## config.mk

```make
export PLATFORM = sky130hd
export DESIGN_NAME = rx_signal_loss_status_irq
export DESIGN_NICKNAME = d
export VERILOG_FILES = /design/src/hw/rx_loss_pkg.sv /design/src/hw/rx_signal_loss_status_irq.sv /design/src/hw/rx_loss_detector.sv
export SDC_FILE = /design/constraint.sdc
export NUM_CORES = 1
export LEC_CHECK = 0
export ABC_AREA = 1
export BUFFER_PORTS_ARGS = -buffer_cell sky130_fd_sc_hd__clkbuf_2
export CAP_MARGIN = 20
export CELL_PAD_IN_SITES_DETAIL_PLACEMENT = 0
export CELL_PAD_IN_SITES_GLOBAL_PLACEMENT = 1
export CORE_MARGIN = 3
export CORE_UTILIZATION = 40
export CTS_CLUSTER_SIZE = 8
export DETAILED_ROUTE_END_ITERATION = 16
export MAX_ROUTING_LAYER = met4
export PLACE_DENSITY = 0.76
export SYNTH_ARGS = -nofsm -noshare
export SYNTH_HDL_FRONTEND = slang
export SYNTH_SLANG_ARGS = --single-unit
```

## constraint.sdc

```tcl
create_clock -name pclk -period 4.8 [get_ports pclk]
set_input_delay 0.48 -clock pclk [delete_from_list [all_inputs] [get_ports pclk]]
set_output_delay 0.48 -clock pclk [all_outputs]
set_load 0.01 [all_outputs]
```

## src/hw/rx_loss_pkg.sv

```systemverilog
// Package for the receiver signal-loss status and interrupt block.
// Assumes a 40 MHz APB clock and six receivers in this group.
package rx_loss_pkg;

	localparam int RX_COUNT = 6;
	localparam int CODE_W   = 4;
	localparam int REG_W    = 8;
	localparam int APB_DW   = 32;
	localparam int ADDR_W   = 10;
	localparam int IDX_W    = ADDR_W - 2;

	// Register indices; the byte address is four times the index.
	localparam logic [IDX_W-1:0] IDX_LOSS_ENABLE = 8'h88;
	localparam logic [IDX_W-1:0] IDX_TIME_10     = 8'h89;
	localparam logic [IDX_W-1:0] IDX_TIME_32     = 8'h8A;
	localparam logic [IDX_W-1:0] IDX_TIME_54     = 8'h8B;
	localparam logic [IDX_W-1:0] IDX_LIVE        = 8'h8C;
	localparam logic [IDX_W-1:0] IDX_LATCHED     = 8'h8D;
	localparam logic [IDX_W-1:0] IDX_LEVELS      = 8'h8E;
	localparam logic [IDX_W-1:0] IDX_MASK        = 8'h8F;

	localparam logic [REG_W-1:0] RST_LOSS_ENABLE = 8'h40;
	localparam logic [REG_W-1:0] RST_TIME        = 8'h99;
	localparam logic [REG_W-1:0] RST_STATUS      = 8'h00;
	localparam logic [REG_W-1:0] RST_LEVELS      = 8'h62;
	localparam logic [REG_W-1:0] RST_MASK        = 8'h00;

	localparam int SPARE_STATUS_BIT = 7;
	localparam int REF_ENABLE_BIT   = 6;
	localparam int SPARE_ENABLE_BIT = 7;
	localparam int SPARE_MASK_LSB   = 6;
	localparam int RELEASE_LSB      = 4;
	localparam int TRIP_LSB         = 0;

	// Squelch delays per time code, in nanoseconds as printed.
	localparam real CLK_PERIOD_NS = 25.0;
	localparam real SQ_TIME_NS [16] = '{
		2.5, 5.0, 10.0, 20.0, 40.0, 80.0, 160.0, 320.0,
		460.0, 1280.0, 2560.0, 5120.0, 10240.0, 20480.0, 40960.0, 81920.0
	};

	localparam int SQ_CNT_W = 12;
	typedef logic [SQ_CNT_W-1:0] sq_table_type [16];

	// Least times round up to whole cycles, never below one.
	function automatic sq_table_type build_sq_table();
		sq_table_type t;
		int           c;
		for (int i = 0; i < 16; i++) begin
			c = int'($ceil(SQ_TIME_NS[i] / CLK_PERIOD_NS));
			if (c < 1) begin
				c = 1;
			end
			t[i] = SQ_CNT_W'(c);
		end
		return t;
	endfunction

	localparam sq_table_type SQ_CYCLES = build_sq_table();

	function automatic logic [IDX_W+1:0] byte_addr(input logic [IDX_W-1:0] idx);
		return {idx, 2'b00};
	endfunction

	typedef struct packed {
		logic              enable;
		logic [CODE_W-1:0] release_threshold;
		logic [CODE_W-1:0] trip_threshold;
		logic [CODE_W-1:0] time_code;
	} det_cfg_type;

	typedef struct packed {
		logic live_loss;
		logic loss_event;
		logic squelch;
	} det_stat_type;

endpackage

```

## src/hw/rx_signal_loss_status_irq.sv

```systemverilog
// Signal-loss status, thresholds and interrupt for receivers 0 to 5.
// Assumes an APB master on pclk and inputs synchronous to pclk.
//
// Behaviour
// Index 0x8C bits [5:0] read the live loss state, 1 meaning no signal.
// Index 0x8D bits [5:0] read 1 once a loss event has occurred on that receiver.
// Both status registers reset to zero, bit 7 is spare storage, bits [5:0] are not writable except that a written one clears a latched bit.
// Live loss clears when the amplitude rises above the upper nibble of index 0x8E.
// Live loss sets when the amplitude falls below the lower nibble of index 0x8E.
// Threshold code n means n times 25 mV peak-to-peak, codes 0x0 to 0xC spanning 300 mV.
// Software keeps the release code above the trip code.
// The level register resets to 0x62, release 6 and trip 2.
// Index 0x8F bits [5:0] let each receiver's event reach the interrupt, all 0 at reset.
// The interrupt is the OR of enabled events of this group and of receivers 6 to 11.
// Mask bits [7:6] are spare storage that reset to zero.
// A detector works only while its enable bit at index 0x88 is 1.
// A 4-bit time code per receiver sets the squelch delay, code 0 is 2.5 ns, reset 0x9.
// A latched event bit holds until reset or an explicit clear by software.
//
// Chosen here: the APB register port.
`timescale 1ns/1ps
`default_nettype none
module rx_signal_loss_status_irq #(
	parameter int RX_COUNT = rx_loss_pkg::RX_COUNT,
	parameter int CODE_W   = rx_loss_pkg::CODE_W
) (
	input  wire logic                              pclk,
	input  wire logic                              presetn,
	input  wire logic                              psel,
	input  wire logic                              penable,
	input  wire logic                              pwrite,
	input  wire logic [rx_loss_pkg::ADDR_W-1:0]    paddr,
	input  wire logic [rx_loss_pkg::APB_DW-1:0]    pwdata,
	output logic      [rx_loss_pkg::APB_DW-1:0]    prdata,
	output logic                                   pready,
	output logic                                   pslverr,
	input  wire logic [RX_COUNT-1:0][CODE_W-1:0]   rx_amplitude,
	input  wire logic                              upper_group_irq,
	output logic      [RX_COUNT-1:0]               rx_squelch,
	output logic                                   loss_ref_enable,
	output logic                                   loss_irq
);

	localparam int RW = rx_loss_pkg::REG_W;

	// ------------------------------------------------------------------
	// Address decode.
	// ------------------------------------------------------------------

	logic [rx_loss_pkg::IDX_W-1:0] idx;
	logic                          word_ok;
	logic                          hit_enable;
	logic                          hit_time10;
	logic                          hit_time32;
	logic                          hit_time54;
	logic                          hit_live;
	logic                          hit_latched;
	logic                          hit_levels;
	logic                          hit_mask;
	logic                          mapped;
	logic                          setup_phase;
	logic                          access_phase;
	logic                          wr_en;

	assign idx     = paddr[rx_loss_pkg::ADDR_W-1:2];
	assign word_ok = (paddr[1:0] == 2'b00);

	assign hit_enable  = word_ok && (idx == rx_loss_pkg::IDX_LOSS_ENABLE);
	assign hit_time10  = word_ok && (idx == rx_loss_pkg::IDX_TIME_10);
	assign hit_time32  = word_ok && (idx == rx_loss_pkg::IDX_TIME_32);
	assign hit_time54  = word_ok && (idx == rx_loss_pkg::IDX_TIME_54);
	assign hit_live    = word_ok && (idx == rx_loss_pkg::IDX_LIVE);
	assign hit_latched = word_ok && (idx == rx_loss_pkg::IDX_LATCHED);
	assign hit_levels  = word_ok && (idx == rx_loss_pkg::IDX_LEVELS);
	assign hit_mask    = word_ok && (idx == rx_loss_pkg::IDX_MASK);

	assign mapped = hit_enable | hit_time10 | hit_time32 | hit_time54 |
		hit_live | hit_latched | hit_levels | hit_mask;

	assign setup_phase  = psel & ~penable;
	assign access_phase = psel & penable;

	// The slave never inserts wait states: every access phase completes.
	assign pready  = 1'b1;
	assign pslverr = access_phase & ~mapped;
	assign wr_en   = access_phase & pwrite & mapped;

	// ------------------------------------------------------------------
	// Registers.
	// ------------------------------------------------------------------

	logic [RW-1:0]       enable_reg;
	logic [RW-1:0]       time10_reg;
	logic [RW-1:0]       time32_reg;
	logic [RW-1:0]       time54_reg;
	logic [RW-1:0]       levels_reg;
	logic [RW-1:0]       mask_reg;
	logic                spare_live_reg;
	logic                spare_latched_reg;
	logic [RX_COUNT-1:0] latched_reg;
	logic [RX_COUNT-1:0] latched_next;
	logic [RX_COUNT-1:0] latched_clear;
	// Nets, because each generate branch drives its own bit.
	wire logic [RX_COUNT-1:0] live_loss_bits;
	wire logic [RX_COUNT-1:0] loss_events;
	wire logic [RX_COUNT-1:0] squelch_bits;
	logic [RW-1:0]       wbyte;

	assign wbyte = pwdata[RW-1:0];

	// Writing a one clears a latched bit; a new event in the same cycle wins.
	assign latched_clear = (wr_en && hit_latched) ? wbyte[RX_COUNT-1:0] : '0;
	assign latched_next  = (latched_reg & ~latched_clear) | loss_events;

	always_ff @(posedge pclk or negedge presetn) begin
		if (!presetn) begin
			enable_reg <= rx_loss_pkg::RST_LOSS_ENABLE;
			time10_reg <= rx_loss_pkg::RST_TIME;
			time32_reg <= rx_loss_pkg::RST_TIME;
			time54_reg <= rx_loss_pkg::RST_TIME;
			levels_reg <= rx_loss_pkg::RST_LEVELS;
			mask_reg   <= rx_loss_pkg::RST_MASK;
		end else if (wr_en) begin
			if (hit_enable) begin
				enable_reg <= wbyte;
			end
			if (hit_time10) begin
				time10_reg <= wbyte;
			end
			if (hit_time32) begin
				time32_reg <= wbyte;
			end
			if (hit_time54) begin
				time54_reg <= wbyte;
			end
			if (hit_levels) begin
				levels_reg <= wbyte;
			end
			if (hit_mask) begin
				mask_reg <= wbyte;
			end
		end
	end

	// Only bit 7 of each status register stores a write; bits [5:0] are status.
	always_ff @(posedge pclk or negedge presetn) begin
		if (!presetn) begin
			spare_live_reg    <= rx_loss_pkg::RST_STATUS[rx_loss_pkg::SPARE_STATUS_BIT];
			spare_latched_reg <= rx_loss_pkg::RST_STATUS[rx_loss_pkg::SPARE_STATUS_BIT];
		end else if (wr_en) begin
			if (hit_live) begin
				spare_live_reg <= wbyte[rx_loss_pkg::SPARE_STATUS_BIT];
			end
			if (hit_latched) begin
				spare_latched_reg <= wbyte[rx_loss_pkg::SPARE_STATUS_BIT];
			end
		end
	end

	always_ff @(posedge pclk or negedge presetn) begin
		if (!presetn) begin
			latched_reg <= '0;
		end else begin
			latched_reg <= latched_next;
		end
	end

	// ------------------------------------------------------------------
	// Per-receiver detectors.
	// ------------------------------------------------------------------

	logic [3*RW-1:0] time_codes;

	assign time_codes = {time54_reg, time32_reg, time10_reg};

	genvar g;
	generate
		for (g = 0; g < RX_COUNT; g++) begin : g_rx
			wire rx_loss_pkg::det_cfg_type cfg;
			rx_loss_pkg::det_stat_type stat;

			// Codes above 0xC are passed through; the analog range ends at 300 mV.
			assign cfg.enable            = enable_reg[g];
			assign cfg.release_threshold =
				levels_reg[rx_loss_pkg::RELEASE_LSB +: CODE_W];
			assign cfg.trip_threshold    =
				levels_reg[rx_loss_pkg::TRIP_LSB +: CODE_W];
			assign cfg.time_code         = time_codes[g*CODE_W +: CODE_W];

			rx_loss_detector u_det (
				.pclk      (pclk),
				.presetn   (presetn),
				.cfg       (cfg),
				.amplitude (rx_amplitude[g]),
				.stat      (stat)
			);

			assign live_loss_bits[g] = stat.live_loss;
			assign loss_events[g]    = stat.loss_event;
			assign squelch_bits[g]   = stat.squelch;
		end
	endgenerate

	assign rx_squelch = squelch_bits;

	// The hysteresis relies on software keeping release above trip; a
	// reversed pair lets the trip compare win wherever both compares hold.


	assign loss_ref_enable = enable_reg[rx_loss_pkg::REF_ENABLE_BIT];

	// ------------------------------------------------------------------
	// Interrupt.
	// ------------------------------------------------------------------

	logic irq_reg;

	// Registered so the pin never glitches on a decode edge.
	always_ff @(posedge pclk or negedge presetn) begin
		if (!presetn) begin
			irq_reg <= 1'b0;
		end else begin
			irq_reg <= |(latched_next & mask_reg[RX_COUNT-1:0]) | upper_group_irq;
		end
	end

	assign loss_irq = irq_reg;

	// ------------------------------------------------------------------
	// Read path.
	// ------------------------------------------------------------------

	logic [RW-1:0]                   live_view;
	logic [RW-1:0]                   latched_view;
	logic [RW-1:0]                   read_byte;
	logic [rx_loss_pkg::APB_DW-1:0]  prdata_reg;

	// Bit 6 of both status registers is unused and reads zero.
	assign live_view    = {spare_live_reg, {(RW-1-RX_COUNT){1'b0}}, live_loss_bits};
	assign latched_view = {spare_latched_reg, {(RW-1-RX_COUNT){1'b0}}, latched_reg};

	assign read_byte =
		hit_enable  ? enable_reg   :
		hit_time10  ? time10_reg   :
		hit_time32  ? time32_reg   :
		hit_time54  ? time54_reg   :
		hit_live    ? live_view    :
		hit_latched ? latched_view :
		hit_levels  ? levels_reg   :
		hit_mask    ? mask_reg     :
		8'h00;

	// Read data is sampled in the setup cycle so it leaves a flip-flop
	// during the access cycle; live bits are one cycle old when read.
	always_ff @(posedge pclk or negedge presetn) begin
		if (!presetn) begin
			prdata_reg <= 32'h0000_0000;
		end else if (setup_phase && !pwrite) begin
			prdata_reg <= {{(rx_loss_pkg::APB_DW-RW){1'b0}}, read_byte};
		end
	end

	assign prdata = prdata_reg;

endmodule
`default_nettype wire

```

## src/hw/rx_loss_detector.sv

```systemverilog
// One receiver's loss detector with hysteresis and squelch delay timer.
// Assumes the amplitude code is synchronous to pclk, in 25 mV steps.
`timescale 1ns/1ps
`default_nettype none
module rx_loss_detector (
	input  wire logic                         pclk,
	input  wire logic                         presetn,
	input  wire rx_loss_pkg::det_cfg_type     cfg,
	input  wire logic [rx_loss_pkg::CODE_W-1:0] amplitude,
	output rx_loss_pkg::det_stat_type         stat
);

	logic                             loss_reg;
	logic                             loss_next;
	logic                             event_reg;
	logic                             squelch_reg;
	logic [rx_loss_pkg::SQ_CNT_W-1:0] cnt_reg;
	logic [rx_loss_pkg::SQ_CNT_W-1:0] cnt_next;
	logic [rx_loss_pkg::SQ_CNT_W-1:0] target;

	// Between the two thresholds the state holds; that band is the hysteresis.
	assign loss_next = !cfg.enable ? 1'b0 :
		(amplitude < cfg.trip_threshold) ? 1'b1 :
		(amplitude > cfg.release_threshold) ? 1'b0 :
		loss_reg;

	assign target   = rx_loss_pkg::SQ_CYCLES[cfg.time_code];
	// Saturating compare keeps a shortened code from wrapping the count.
	assign cnt_next = !loss_reg ? '0 :
		(cnt_reg >= target) ? cnt_reg : cnt_reg + 1'b1;

	always_ff @(posedge pclk or negedge presetn) begin
		if (!presetn) begin
			loss_reg    <= 1'b0;
			event_reg   <= 1'b0;
			squelch_reg <= 1'b0;
			cnt_reg     <= '0;
		end else begin
			loss_reg    <= loss_next;
			event_reg   <= loss_next & ~loss_reg;
			squelch_reg <= loss_reg & (cnt_next >= target);
			cnt_reg     <= cnt_next;
		end
	end

	assign stat.live_loss  = loss_reg;
	assign stat.loss_event = event_reg;
	assign stat.squelch    = squelch_reg;

endmodule
`default_nettype wire

```

==> run metrics <==
total track usage 20.6%; Cell Area, Placed ~14000 sq um; CTS tree built; crit path time final approximately 4300 ps; core area 32800 sq um; Clock transition at path regs 70 ps; DRT Wirelength roughly 35 mm; max reg flops roughly 70; Slew @ Worst Pin around 910 ps; Critical Path AT about 4600 ps; area leader, netlist dfrtp_1; main area contributors after synthesis dfrtp_1 26%, ha_1 20%, nand2_1 9.4%; Crit. End Element flip-flop; Netlist Area Pre-Place between 10000 and 15000 sq um; TNS Setup 0 ps; Post-Syn Instances approximately 1800; antenna-violating nets left 0; NumNets Final 2124; ys flop type dfrtp_1; initial antenna violation count 3; total power around 2.8 mW; cts bufs inserted 17; CP required just over 5000 ps; Syn. warnings 0; clk root buf clkbuf_16; main combinational cell family by area after synthesis simple AND/OR/NAND/NOR gates; vias in the first global route about 11000; vias per cell between 5 and 6; register area share after synthesis about 29%; DRC Markers 0; Max Cap Viol 0; # setup viols final 0; post-CTS setup-driven buffer insertion count 0; largest net degree at the start of global routing between 90 and 100; share of flip-flops with an asynchronous set or reset between 90% and 100%; Leak between 7 and 8 nW; first-pass GRT wire length between 50 and 60 mm; slew margin rel. between 30% and 40%; total number of vias 11682; area grow syn2layout 9.03%; total grt overflow 0; final slew viol count 0; final hold viol count 0; Yosys cell types 44; Pre-antenna DRT Iters 5; outcome complete, no violations; clock sinks about 160; post-synthesis mux area share 0%; Clock Tree Buf Depth 2; Avg Inst Size Synth around 7.5 sq um; Hold/Removal Path Class input pin to async pin; htree depth 4; Clock Skew 10.7 ps; Hold Buf Count CTS 0; Routed wire per std cell roughly 15 um; Rows between 60 and 70; Filler cells between 3000 and 4000; Finished Core Util between 40% and 50%; Startpoint Class flip-flop; CP max FO 11; HPWL after DPL around 28 mm; Clock Latency Late Sink approximately 440 ps; Adder-Cell Fraction of Synth Area approximately 20%; final instance area approximately 15000 sq um; EDFF count, synth 0; RSZ-0062 raised after global routing false; Vert. Die Dim between 150 and 200 um; share of the synthesized area in the top cell type about a quarter; CTS-repair resized insts 0; Compound-Gate Fraction of Synth Area 14.1%; period utilization approximately nine tenths; layout cell share with drive strength beyond 1 slightly above 8%; # IOs around 110; synthesized flop and latch total about 160; Synth Area in XOR/XNOR 3.07%; # port buffers between 60 and 70; Starting DRT DRC Count between 700 and 800; maximum vdd drop between 0.2 and 0.25 mV; Die X between 150 and 200 um; Die ar. approximately 36000 sq um; Simple-Gate Fraction of Synth Area between 20% and 30%; CP Class flip-flop to flip-flop; pwr/cell area about 190 nW/um^2; f_max around 230 MHz; Initial Utilization slightly above 40%; Final GP Congestion roughly 0.9
power by group:
| group | internal, mW | leakage (nW) | switching (mW) | total, mW |
|---|---|---|---|---|
| clock | 0.681 | 0.270 | 0.638 | 1.32 |
| sequential | 1.31 | 2.05 | 0.00186 | 1.31 |
| combinational | 0.0437 | 5.06 | 0.108 | 0.151 |
| total | 2.03 | 7.38 | 0.747 | 2.78 |
synthesized netlist by cell type, types with 8 or more instances:
master and n:
clkbuf_1 28, o211ai_1 8, dfrtp_1 139, buf_4 31
a21oi_1 106, ha_1 212, nand2_1 334, nor3_1 36
inv_1 266, nand3_1 106, nand4_1 44, dfstp_2 16
o21ai_0 116, xor2_1 47, o21ai_1 26, a21boi_0 10
a211oi_1 46, nor2_1 148
cells in the final DEF, fill, tap and decap left out, types with 8 or more instances in the layout:
cell / netlist / routed
nand2_1: 334 / 334
inv_1: 266 / 266
ha_1: 212 / 212
nor2_1: 148 / 148
dfrtp_1: 139 / 139
o21ai_0: 116 / 116
nand3_1: 106 / 106
a21oi_1: 106 / 106
clkbuf_2: 0 / 63
xor2_1: 47 / 47
a211oi_1: 46 / 46
nand4_1: 44 / 44
nor3_1: 36 / 36
o21ai_1: 26 / 26
conb_1: 2 / 25
clkbuf_16: 0 / 17
dfstp_2: 16 / 16
a21boi_0: 10 / 10
buf_4: 31 / 10
o211ai_1: 8 / 8
inv_6: 0 / 8
per-stage QoR:
stage | setup WS, ps | instances | hold WS (ps)
final | 538 | 2298 | 101
after global routing | 207 | 2298 | 203
after CTS | 552 | 2295 | 166
after detailed placement | 578 | 2263 | 430
after global placement | 630 | 2263 | 430
after floorplan | 1230 | 1811 | 184
worst paths after layout:
| kind | from | end | slack [ps] | cells after the start |
|---|---|---|---|---|
| max | time54_reg[4]$_DFFE_PN1P_ | g_rx[5].u_det.squelch_reg$_DFF_PN0_ | 540 | 22 |
| min | presetn | g_rx[2].u_det.cnt_reg[9]$_DFF_PN0_ | 100 | 1 |
| max reg2reg | time54_reg[4]$_DFFE_PN1P_ | g_rx[5].u_det.squelch_reg$_DFF_PN0_ | 540 | 22 |
| min reg2reg | g_rx[1].u_det.event_reg$_DFF_PN0_ | latched_reg[1]$_DFF_PN0_ | 450 | 2 |
| max in group asynchronous | presetn | time54_reg[3]$_DFFE_PN1P_ | 3560 | 2 |
| min in group pclk | pwdata[3] | time54_reg[3]$_DFFE_PN1P_ | 280 | 3 |
final cells by class:
class | count | area [sq um] | share of cell area, %
well taps | 442 | 553 | 3.78
clock inverters | 15 | 126 | 0.865
clock buffers | 17 | 425 | 2.91
diodes | 3 | 7.51 | 0.0514
repair buffers | 74 | 402 | 2.75
flip-flops and latches | 155 | 3900 | 26.7
multi-input cells | 1318 | 8170 | 55.9
inverters | 274 | 1030 | 7.04
worst max-delay path: stages, from the launching register on:
cell	delay, ps
dfstp_2	540
inv_1	100
ha_1	350
nand2_1	70
o21ai_0	80
nor2_1	140
inv_1	120
ha_1	300
nand2_1	70
inv_1	50
o21ai_0	60
nand2_1	100
a21oi_1	230
nand3_1	360
buf_4	310
a211oi_1	350
ha_1	300
nand2_1	90
nor2_1	50
a211oi_1	200
nand4_1	110
nand2_1	110
inv_1	60
logic make-up (layout without fill, tap and decap cells):
logic type               after synthesis  after routing
AND/OR/NAND/NOR                      700            700
buffers and inverters                338            380
AO/OA/AOI/OAI                        334            334
adder cells (fa/ha/maj)              212            212
flip-flops                           155            155
XOR/XNOR                              47             47
other                                  2             28
metal layers:
metal	part of all wire [%]	wire (um)	up-vias	global-route usage [%]
met4	1.4	491	0	4.96
met3	4.2	1470	28	2.54
met1	50	17700	5403	29.1
met2	44	15600	223	31.6
met5	0	0	-	-
li1	-	-	6028	-
Note: power is estimated with default switching activity, not from simulation.
